==> src/rtl/asr_pkg.sv <==
// shared constants and types for the asynchronous serial receiver
`default_nettype none
package asr_pkg;
	// ---------------------------------------------
	// divider and sample tick counter
	// ---------------------------------------------
	localparam int                DIV_W     = 13;            // divisor width, 16x tick divider
	localparam logic [DIV_W-1:0]  DIV_ONE   = 13'h0001;      // reload point of the divider
	localparam logic [DIV_W-1:0]  DIV_OFF   = 13'h0000;      // zero divisor stops the tick
	localparam int                RT_W      = 5;             // sample tick counter width
	localparam logic [RT_W-1:0]   RT_IDLE   = 5'h00;         // not inside a bit
	localparam logic [RT_W-1:0]   RT_FIRST  = 5'h01;         // first tick of a bit
	localparam logic [RT_W-1:0]   RT_SECOND = 5'h02;         // tick after a falling edge
	localparam logic [RT_W-1:0]   RT_V3     = 5'h03;         // start verify samples
	localparam logic [RT_W-1:0]   RT_V5     = 5'h05;
	localparam logic [RT_W-1:0]   RT_V7     = 5'h07;
	localparam logic [RT_W-1:0]   RT_M8     = 5'h08;         // majority samples
	localparam logic [RT_W-1:0]   RT_M9     = 5'h09;
	localparam logic [RT_W-1:0]   RT_M10    = 5'h0A;
	localparam logic [RT_W-1:0]   RT_LAST   = 5'h10;         // sixteenth tick ends the bit
	// ---------------------------------------------
	// character length and start detection
	// ---------------------------------------------
	localparam logic [3:0]        IDX_W8    = 4'h7;          // last data index, 8-bit characters
	localparam logic [3:0]        IDX_W9    = 4'h8;          // last data index, 9-bit characters
	localparam logic [2:0]        HIST_IDLE = 3'h7;          // three high samples before an edge
	localparam logic [1:0]        VOTE_REJ  = 2'h2;          // high verify samples that reject
	// ---------------------------------------------
	// carriers and states
	// ---------------------------------------------
	typedef struct packed {
		logic       rx_ninth_bit;                           // ninth bit in 9-bit mode
		logic [7:0] rx_low;                                 // low eight data bits
	} asr_data_t;
	typedef struct packed {
		logic rx_full_flag;                                 // character waiting
		logic noise_flag;                                   // samples disagreed
		logic framing_error_flag;                           // stop bit read as zero
	} asr_status_t;
	typedef enum logic [1:0] {ST_SEARCH, ST_START, ST_DATA, ST_STOP} asr_state_t;
endpackage : asr_pkg
`default_nettype wire

==> src/rtl/asr_receiver.sv <==
// receive side of an asynchronous serial interface with sample-tick data recovery
// How it works
// eight or nine data bits, ninth bit high
// full frame loads data, sets full flag
// full flag with enable raises interrupt
// sixteen sample ticks per bit time
// realign after start and one-to-zero data
// start search: three highs then low
// verify at 3,5,7; one high noise
// failed verification restarts the search
// data bit is majority of 8,9,10
// start bit mid samples only flag noise
// stop majority zero sets framing error
// rejected start never sets noise flag
// framing error set with full flag
// resync on falling edges during data bits, after a one
// release transmit pin when idle, disabled
// software queues idle by toggling enable; not done here, tx_enable_bit only feeds tx_pin_oe
// break: all zero data and stop
// break clears the receive data
// synchronise input, divider gives tick enable
`default_nettype none
module asr_receiver (
	// clock and reset
	input  wire logic                     mclk,
	input  wire logic                     rst_n,
	// serial line from the remote transmitter
	input  wire logic                     rx_pin,
	// configuration
	input  wire logic                     char_nine_bits,
	input  wire logic                     rx_irq_enable,
	input  wire logic [asr_pkg::DIV_W-1:0] baud_div,
	// software side
	input  wire logic                     rx_read,
	output var  asr_pkg::asr_data_t       rx_data,
	output var  asr_pkg::asr_status_t     rx_status,
	output wire logic                     rx_irq,
	// transmit pin ownership
	input  wire logic                     tx_enable_bit,
	input  wire logic                     tx_in_progress,
	output wire logic                     tx_pin_oe
);
	import asr_pkg::*;

	// ---------------------------------------------
	// reset release
	// ---------------------------------------------
	logic rst_meta_r;                                   // first release stage
	logic rst_sync_n;                                   // released copy used everywhere

	// async assert, clocked release
	always_ff @(posedge mclk or negedge rst_n) begin
		if (!rst_n) begin
			rst_meta_r <= 1'b0;
			rst_sync_n <= 1'b0;
		end else begin
			rst_meta_r <= 1'b1;
			rst_sync_n <= rst_meta_r;
		end
	end

	// ---------------------------------------------
	// line synchroniser and tick divider
	// ---------------------------------------------
	logic             rx_s1_r, rx_s2_r, rx_s3_r;        // three-stage pin capture
	logic             rx_lvl_r, rx_lvl_nxt;             // filtered line level
	logic [DIV_W-1:0] div_cnt_r, div_cnt_nxt;           // counts down to the next tick
	logic             rt_tick;                          // one sample tick pulse

	// level moves only when stages two and three agree
	always_comb begin
		rx_lvl_nxt  = (rx_s2_r == rx_s3_r) ? rx_s3_r : rx_lvl_r;
		// zero divisor parks the divider
		if (baud_div == DIV_OFF) begin
			div_cnt_nxt = DIV_OFF;
		end else if (div_cnt_r <= DIV_ONE) begin
			div_cnt_nxt = baud_div;
		end else begin
			div_cnt_nxt = div_cnt_r - DIV_ONE;
		end
	end
	// tick enable at sixteen times baud
	assign rt_tick = (baud_div != DIV_OFF) && (div_cnt_r <= DIV_ONE);

	// idle line is high, so the capture starts high
	always_ff @(posedge mclk or negedge rst_sync_n) begin
		if (!rst_sync_n) begin
			rx_s1_r   <= 1'b1;
			rx_s2_r   <= 1'b1;
			rx_s3_r   <= 1'b1;
			rx_lvl_r  <= 1'b1;
			div_cnt_r <= DIV_OFF;
		end else begin
			rx_s1_r   <= rx_pin;
			rx_s2_r   <= rx_s1_r;
			rx_s3_r   <= rx_s2_r;
			rx_lvl_r  <= rx_lvl_nxt;
			div_cnt_r <= div_cnt_nxt;
		end
	end

	// ---------------------------------------------
	// data recovery
	// ---------------------------------------------
	asr_state_t       state_r, state_nxt;               // recovery phase
	logic [RT_W-1:0]  rt_r, rt_nxt;                     // index of the sample taken now
	logic [2:0]       hist_r, hist_nxt;                 // last three samples
	logic [1:0]       votes_r, votes_nxt;               // high verify samples
	logic             m8_r, m8_nxt, m9_r, m9_nxt;       // held majority samples
	logic [3:0]       idx_r, idx_nxt;                   // data bit index
	logic [8:0]       shreg_r, shreg_nxt;               // receive shift register
	logic             pend_r, pend_nxt;                 // noise seen in this frame
	logic             one_r, one_nxt;                   // last data bit was one
	asr_data_t        data_r, data_nxt;                 // receive data buffer
	asr_status_t      stat_r, stat_nxt;                 // sticky flags
	logic             smp, edge_seen, maj, dis;         // sample helpers
	logic             frame_done, start_reject, brk;    // event pulses
	logic [1:0]       vote_now;                         // votes including this tick
	logic [3:0]       last_idx;                         // last data index for the length

	always_comb begin
		smp          = rx_lvl_r;
		edge_seen    = (hist_r == HIST_IDLE) && !smp;
		maj          = (m8_r & m9_r) | (m8_r & smp) | (m9_r & smp);
		dis          = !((m8_r == m9_r) && (m9_r == smp));
		// length picks the last data index
		last_idx     = char_nine_bits ? IDX_W9 : IDX_W8;
		vote_now     = votes_r + {1'b0, smp};
		state_nxt    = state_r;
		rt_nxt       = rt_r;
		hist_nxt     = hist_r;
		votes_nxt    = votes_r;
		m8_nxt       = m8_r;
		m9_nxt       = m9_r;
		idx_nxt      = idx_r;
		shreg_nxt    = shreg_r;
		pend_nxt     = pend_r;
		one_nxt      = one_r;
		data_nxt     = data_r;
		stat_nxt     = stat_r;
		frame_done   = 1'b0;
		start_reject = 1'b0;
		brk          = 1'b0;
		// software read clears first, so a same-cycle set wins
		if (rx_read) begin
			stat_nxt = '0;
		end
		if (rt_tick) begin
			hist_nxt = {hist_r[1:0], smp};
			rt_nxt   = (rt_r == RT_LAST) ? RT_FIRST : rt_r + RT_FIRST;
			if (rt_r == RT_M8) begin
				m8_nxt = smp;
			end
			if (rt_r == RT_M9) begin
				m9_nxt = smp;
			end
			unique case (state_r)
				ST_SEARCH: begin
					rt_nxt = RT_IDLE;
					// falling edge after three highs
					if (edge_seen) begin
						state_nxt = ST_START;
						rt_nxt    = RT_SECOND;
						votes_nxt = 2'h0;
						pend_nxt  = 1'b0;
						shreg_nxt = '0;
					end
				end
				ST_START: begin
					if (rt_r == RT_V3 || rt_r == RT_V5 || rt_r == RT_V7) begin
						votes_nxt = vote_now;
					end
					// two or more highs reject the start
					if (rt_r == RT_V7 && vote_now >= VOTE_REJ) begin
						// reset tick count and search again
						// pending noise stays clear on a rejected start
						state_nxt    = ST_SEARCH;
						rt_nxt       = RT_IDLE;
						start_reject = 1'b1;
					end else if (rt_r == RT_V7 && vote_now != 2'h0) begin
						pend_nxt = 1'b1;
					end
					// high mid samples only mark noise
					if ((rt_r == RT_M8 || rt_r == RT_M9 || rt_r == RT_M10) && smp) begin
						pend_nxt = 1'b1;
					end
					// first data bit aligned to the start edge
					if (rt_r == RT_LAST) begin
						state_nxt = ST_DATA;
						idx_nxt   = 4'h0;
						one_nxt   = 1'b0;
					end
				end
				ST_DATA: begin
					// majority decides the bit, disagreement is noise
					if (rt_r == RT_M10) begin
						shreg_nxt[idx_r] = maj;
						one_nxt          = maj;
						pend_nxt         = pend_r | dis;
					end
					if (rt_r == RT_LAST) begin
						state_nxt = (idx_r == last_idx) ? ST_STOP : ST_DATA;
						idx_nxt   = idx_r + 4'h1;
					end
					// edge after a one realigns the tick count
					if (edge_seen && one_r && rt_r > RT_M10) begin
						state_nxt = (idx_r == last_idx) ? ST_STOP : ST_DATA;
						idx_nxt   = idx_r + 4'h1;
						rt_nxt    = RT_SECOND;
						one_nxt   = 1'b0;
					end else if (edge_seen && one_r && rt_r < RT_M8) begin
						// late edge starts the current bit over
						rt_nxt  = RT_SECOND;
						one_nxt = 1'b0;
					end
				end
				ST_STOP: begin
					if (rt_r == RT_M10) begin
						frame_done = 1'b1;
						// zero data and zero stop is a break
						brk        = (shreg_r == '0) && !maj;
						// load buffer and flag it full
						stat_nxt.rx_full_flag = 1'b1;
						// stop majority zero is a framing error
						// framing error lands with the full flag
						stat_nxt.framing_error_flag = stat_nxt.framing_error_flag | !maj;
						stat_nxt.noise_flag = stat_nxt.noise_flag | pend_r | dis;
						// a break leaves the buffer cleared
						if (brk) begin
							data_nxt = '0;
						end else begin
							data_nxt.rx_low       = shreg_r[7:0];
							data_nxt.rx_ninth_bit = char_nine_bits & shreg_r[8];
						end
						state_nxt = ST_SEARCH;
						rt_nxt    = RT_IDLE;
					end
				end
			endcase
		end
	end

	// registers of the recovery path
	always_ff @(posedge mclk or negedge rst_sync_n) begin
		if (!rst_sync_n) begin
			state_r <= ST_SEARCH;
			rt_r    <= RT_IDLE;
			hist_r  <= 3'h0;
			votes_r <= 2'h0;
			m8_r    <= 1'b0;
			m9_r    <= 1'b0;
			idx_r   <= 4'h0;
			shreg_r <= 9'h000;
			pend_r  <= 1'b0;
			one_r   <= 1'b0;
			data_r  <= '0;
			stat_r  <= '0;
		end else begin
			state_r <= state_nxt;
			rt_r    <= rt_nxt;
			hist_r  <= hist_nxt;
			votes_r <= votes_nxt;
			m8_r    <= m8_nxt;
			m9_r    <= m9_nxt;
			idx_r   <= idx_nxt;
			shreg_r <= shreg_nxt;
			pend_r  <= pend_nxt;
			one_r   <= one_nxt;
			data_r  <= data_nxt;
			stat_r  <= stat_nxt;
		end
	end

	// ---------------------------------------------
	// outputs
	// ---------------------------------------------
	assign rx_data   = data_r;
	assign rx_status = stat_r;
	// enabled full flag requests an interrupt
	assign rx_irq    = rx_irq_enable & stat_r.rx_full_flag;
	// pin released when disabled and nothing shifting
	assign tx_pin_oe = tx_enable_bit | tx_in_progress;
endmodule : asr_receiver
`default_nettype wire

==> config.mk <==
export PLATFORM = sky130hd
export DESIGN_NAME = asr_receiver
export DESIGN_NICKNAME = d
export VERILOG_FILES = /design/src/rtl/asr_pkg.sv /design/src/rtl/asr_receiver.sv
export SDC_FILE = /design/constraint.sdc
export NUM_CORES = 1
export LEC_CHECK = 0
export ABC_AREA = 1
export BUFFER_PORTS_ARGS = -buffer_cell sky130_fd_sc_hd__buf_2
export CAP_MARGIN = 20
export CORE_ASPECT_RATIO = 1.4
export CORE_MARGIN = 4
export CORE_UTILIZATION = 43
export CTS_BUF_LIST = sky130_fd_sc_hd__clkbuf_4 sky130_fd_sc_hd__clkbuf_8
export CTS_CLUSTER_DIAMETER = 50
export DETAILED_ROUTE_END_ITERATION = 8
export GPL_TIMING_DRIVEN = 0
export PLACE_DENSITY = 0.67
export SLEW_MARGIN = 20
export SYNTH_ARGS = -nofsm -noshare
export SYNTH_HDL_FRONTEND = slang
export SYNTH_SLANG_ARGS = --single-unit
==> constraint.sdc <==
create_clock -name mclk -period 2.5 [get_ports mclk]
set_input_delay 0.375 -clock mclk [delete_from_list [all_inputs] [get_ports mclk]]
set_output_delay 0.375 -clock mclk [all_outputs]
set_load 0.02 [all_outputs]
==> metrics.md <==
| Metric | Value |
|---|---|
| Status | finished clean |
| Maximum operating frequency | between 500 and 600 MHz |
| Number of global-route vias before repair | roughly 3200 |
| Combined area of all synthesized cells | about 0.0036 mm2 |
| Required time at the worst-slack endpoint | around 2.7 ns |
| Synth warnings | 0 |
| Setup crit end kind | register |
| Count of final max-slew check failures | 0 |
| Cell count after synthesis | roughly 460 |
| Final Total Pwr | between 0.002 and 0.0025 W |
| Floorplan die height | about 120 um |
| Sink Count | 60 |
| Worst path bufs/invs | 5 |
| Die Outline Area | around 0.01 mm2 |
| Mean instance size in the synthesized netlist | 7.89 um2 |
| Leakage power | 1.94 nW |
| Skew final | 0.00958 ns |
| Starting density of the core | 0.442 |
| Most used routing layer | met2 |
| Core area | just over 0.008 mm2 |
| Internal reg-to-reg setup slack | 0.59 ns |
| Routability congestion estimate from global placement | approximately 0.85 |
| Worst-case reg-to-reg path depth | 12 |
| Total number of vias | ~3100 |
| Category of the critical setup timing path | register to register |
| CTS Buf Count | 9 |
| Reg2reg start | state_r[0]$_DFFE_PN0P_ |
| Area growth, synth to finish | 13.9% |
| VDD IR max | approximately 0.32 mV |
| Top cell family by delay on the critical path | buffers and inverters |
| End of the worst register-to-register path | shreg_r[7]$_DFFE_PN0P_ |
| Maximum Capacitance Violations | 0 |
| Routed wirelength normalized by instance count | 12.9 um |
| Critical Path Stages | 12 |
| Register bit total from synthesis | 60 |
| Final wirelength | a little under 8 mm |
| Final critical-path required period | between 1.5 and 2 ns |
| FP Rows | 39 |
| Ordered cell list for the critical path | inv_1, ha_1, buf_2, inv_1, nand2_1, o21ai_0, inv_1, nor2_8, buf_8, nand2_2, nand2_1, nand2_1 |
| Global-route wire length before repair | roughly 14 mm |
| Crit-path max FO | 10 |
| Crit-path slowest cell | dfrtp_1 |
| Antenna violations before repair | 0 |
| TritonCTS clock tree | done |
| Met1 Resource Use GR | 0.189 |
| Clock H-tree levels | 3 |
| Grt total ovfl | 0 |
| Number of cells on the worst hold path | 1 |
| Post_cts resized | 0 |
| # DRC | 0 |
| Pin count of the biggest net entering global routing | 41 |
| Clock latency at the later pin of the worst-skew pair | about 0.34 ns |
| Count of inserted antenna diode cells | 0 |
| Number of failing hold endpoints at the final stage | 0 |
| Startpoint Class | register |
| Count of unique library cells instantiated by Yosys | 38 |
| Unrepaired setup endpoints after global routing | no |
| Combined global-route utilization of all metal layers | 0.174 |
| X dimension of the die | 85.6 um |
| Post-layout nets | approximately 540 |
| Largest incremental delay on the critical path | between 0.4 and 0.5 ns |
| Number of antenna-violating nets in the routed design | 0 |
| Critical path data arrival time | 2.15 ns |
| Root Buffer | clkbuf_8 |
| First DRT Iteration DRCs | around 180 |
| HPWL after DPL | 6.13 mm |
| CTS Buffer Depth | 2 |
| Type of the worst min-delay path | input pin to register |
| Detailed-route vias per instance | ~5.1 |
| Count of buffers inserted at the top-level ports | 34 |
| Proportion of synthesized chip area in sequential cells | 0.416 |
| Number of optimization iterations in the first detailed-route pass | 4 |
| Final cycle utilization of the critical path | 0.765 |
| Clock edge transition at the registers on the reported setup and hold paths | 0.07 ns |
| Met2 track utilization from global routing | 0.327 |
| Capture endpoint of the worst hold path | rx_s1_r$_DFF_PN1_ |
| Met3 routing resource usage after global routing | 0.0282 |
| Fraction of layout cells with a size suffix above 1 | 0.205 |
| Setup TNS | 0 ns |
| Ports placed on the boundary | 35 |
| Number of setup violations in the final report | 0 |
| Syn Nets | approximately 500 |
| Ratio of total power to cell area | 580 mW/mm2 |
| Launch point of the worst hold path | rx_pin |
## cells in the final DEF, fill, tap and decap left out, types with 2 or more instances in the layout
cell / netlist / layout
nand2_1: 136 / 136
dfrtp_1: 56 / 55
inv_1: 46 / 46
nor2_1: 40 / 40
buf_2: 2 / 36
o21ai_0: 28 / 28
nand3_1: 22 / 22
ha_1: 17 / 17
nor3_1: 13 / 13
o21ai_2: 12 / 12
clkbuf_8: 0 / 10
nand3_2: 9 / 9
a21oi_1: 9 / 9
nand4_1: 9 / 9
xnor2_1: 8 / 8
nand2_2: 6 / 6
xor2_1: 6 / 6
clkinv_2: 0 / 4
dfstp_2: 4 / 4
buf_6: 3 / 3
inv_2: 3 / 3
or2_2: 3 / 3
nor2_2: 2 / 2
nor2_4: 2 / 2
clkinv_1: 2 / 2
a31oi_1: 2 / 2
o22ai_1: 2 / 2
clkbuf_1: 2 / 2
or2_0: 2 / 2
o21ai_1: 2 / 2
nand3b_1: 2 / 2
## how the worst max path moves through the flow
stage | slack, ns | startpoint | end
2_1_floorplan | 0.71 | rst_sync_n$_DFF_PN0_ | asynchronous set/reset pin
3_3_place_gp | 0.02 | rst_sync_n$_DFF_PN0_ | div_cnt_r[10]$_DFF_PN0_
3_5_place_dp | 0.57 | state_r[0]$_DFFE_PN0P_ | shreg_r[7]$_DFFE_PN0P_
4_1_cts | 0.57 | state_r[0]$_DFFE_PN0P_ | shreg_r[7]$_DFFE_PN0P_
5_1_grt | 0.37 | state_r[0]$_DFFE_PN0P_ | shreg_r[7]$_DFFE_PN0P_
6_report | 0.59 | state_r[0]$_DFFE_PN0P_ | shreg_r[7]$_DFFE_PN0P_
## layout make-up
cell class	instances	area, um2
Inverter	51	191
Sequential cell	60	1510
Multi-Input combinational cell	339	1850
Timing Repair Buffer	36	200
Clock buffer	11	145
Fill cell	800	4070
Clock inverter	5	27.5
Tap cell	102	128
Buffer	9	73.8
## cells in the mapped netlist
library cell	instances	area share
nand2_1	136	0.14
dfrtp_1	56	0.39
inv_1	46	0.048
nor2_1	40	0.041
o21ai_0	28	0.039
nand3_1	22	0.030
ha_1	17	0.059
nor3_1	13	0.018
o21ai_2	12	0.029
a21oi_1	9	0.012
nand3_2	9	0.025
nand4_1	9	0.016
xnor2_1	8	0.019
nand2_2	6	0.010
xor2_1	6	0.015
dfstp_2	4	0.029
buf_6	3	0.0093
inv_2	3	0.0031
or2_2	3	0.0052
a31oi_1	2	0.0035
buf_2	2	0.0028
clkbuf_1	2	0.0021
clkinv_1	2	0.0021
nand3b_1	2	0.0041
nor2_2	2	0.0035
nor2_4	2	0.0062
o21ai_1	2	0.0028
o22ai_1	2	0.0035
or2_0	2	0.0035
a21oi_4	1	0.0045
buf_4	1	0.0021
buf_8	1	0.0041
conb_1	1	0.0010
maj3_1	1	0.0028
nand2_4	1	0.0031
nand3_4	1	0.0048
nor2_8	1	0.0055
nor3_2	1	0.0028
## kinds of logic (layout without fill, tap and decap cells)
logic type	count (synthesis)	after routing	synth area share
xor gates and xnor gates	14	14	0.0339
and+or+nand+nor	250	250	0.320
AOI/OAI and AO/OA	56	56	0.0943
buffers and inverters	60	112	0.0732
DFF	60	60	0.416
adders and majority gates	18	18	0.0615
other	1	1	0.00104
## per-layer routing
metal	vias up	routed length, um
met5	-	0
met4	0	182
met3	16	232
met2	52	4270
met1	1465	3240
li1	1563	-
## sequential cells by signal, indices dropped and copies added (netlist names), 2 cells and up, named ones only
signal	count
hist_r	3
div_cnt_r	13
votes_r	2
idx_r	4
shreg_r	9
rx_data	9
rt_r	5
rx_status	3
## what timing repair did
action,in CTS,in global routing
setup buffers,0,0
hold endpoints to repair,2,0
hold buffers,1,0
## power by group
group | internal, W | switching, W | total, W
Combinational | 0.000179 | 0.000217 | 0.000396
Clock | 0.000390 | 0.000390 | 0.000780
Sequential | 0.00109 | 0.000124 | 0.00121
## stage by stage
step | instance area [um2] | util | worst slack [ns] | hold slack (ns) | cells
5_1_grt | 4130 | 0.503 | 0.370 | 0.126 | 613
3_5_place_dp | 3940 | 0.481 | 0.572 | 0.163 | 596
4_1_cts | 4130 | 0.503 | 0.574 | 0.120 | 613
6_report | 4130 | 0.503 | 0.589 | 0.132 | 613
3_3_place_gp | 3920 | 0.478 | 0.0159 | 0.161 | 595
2_1_floorplan | 3620 | - | 0.713 | 0.0794 | 459
Power figures use the tool's default switching activity.
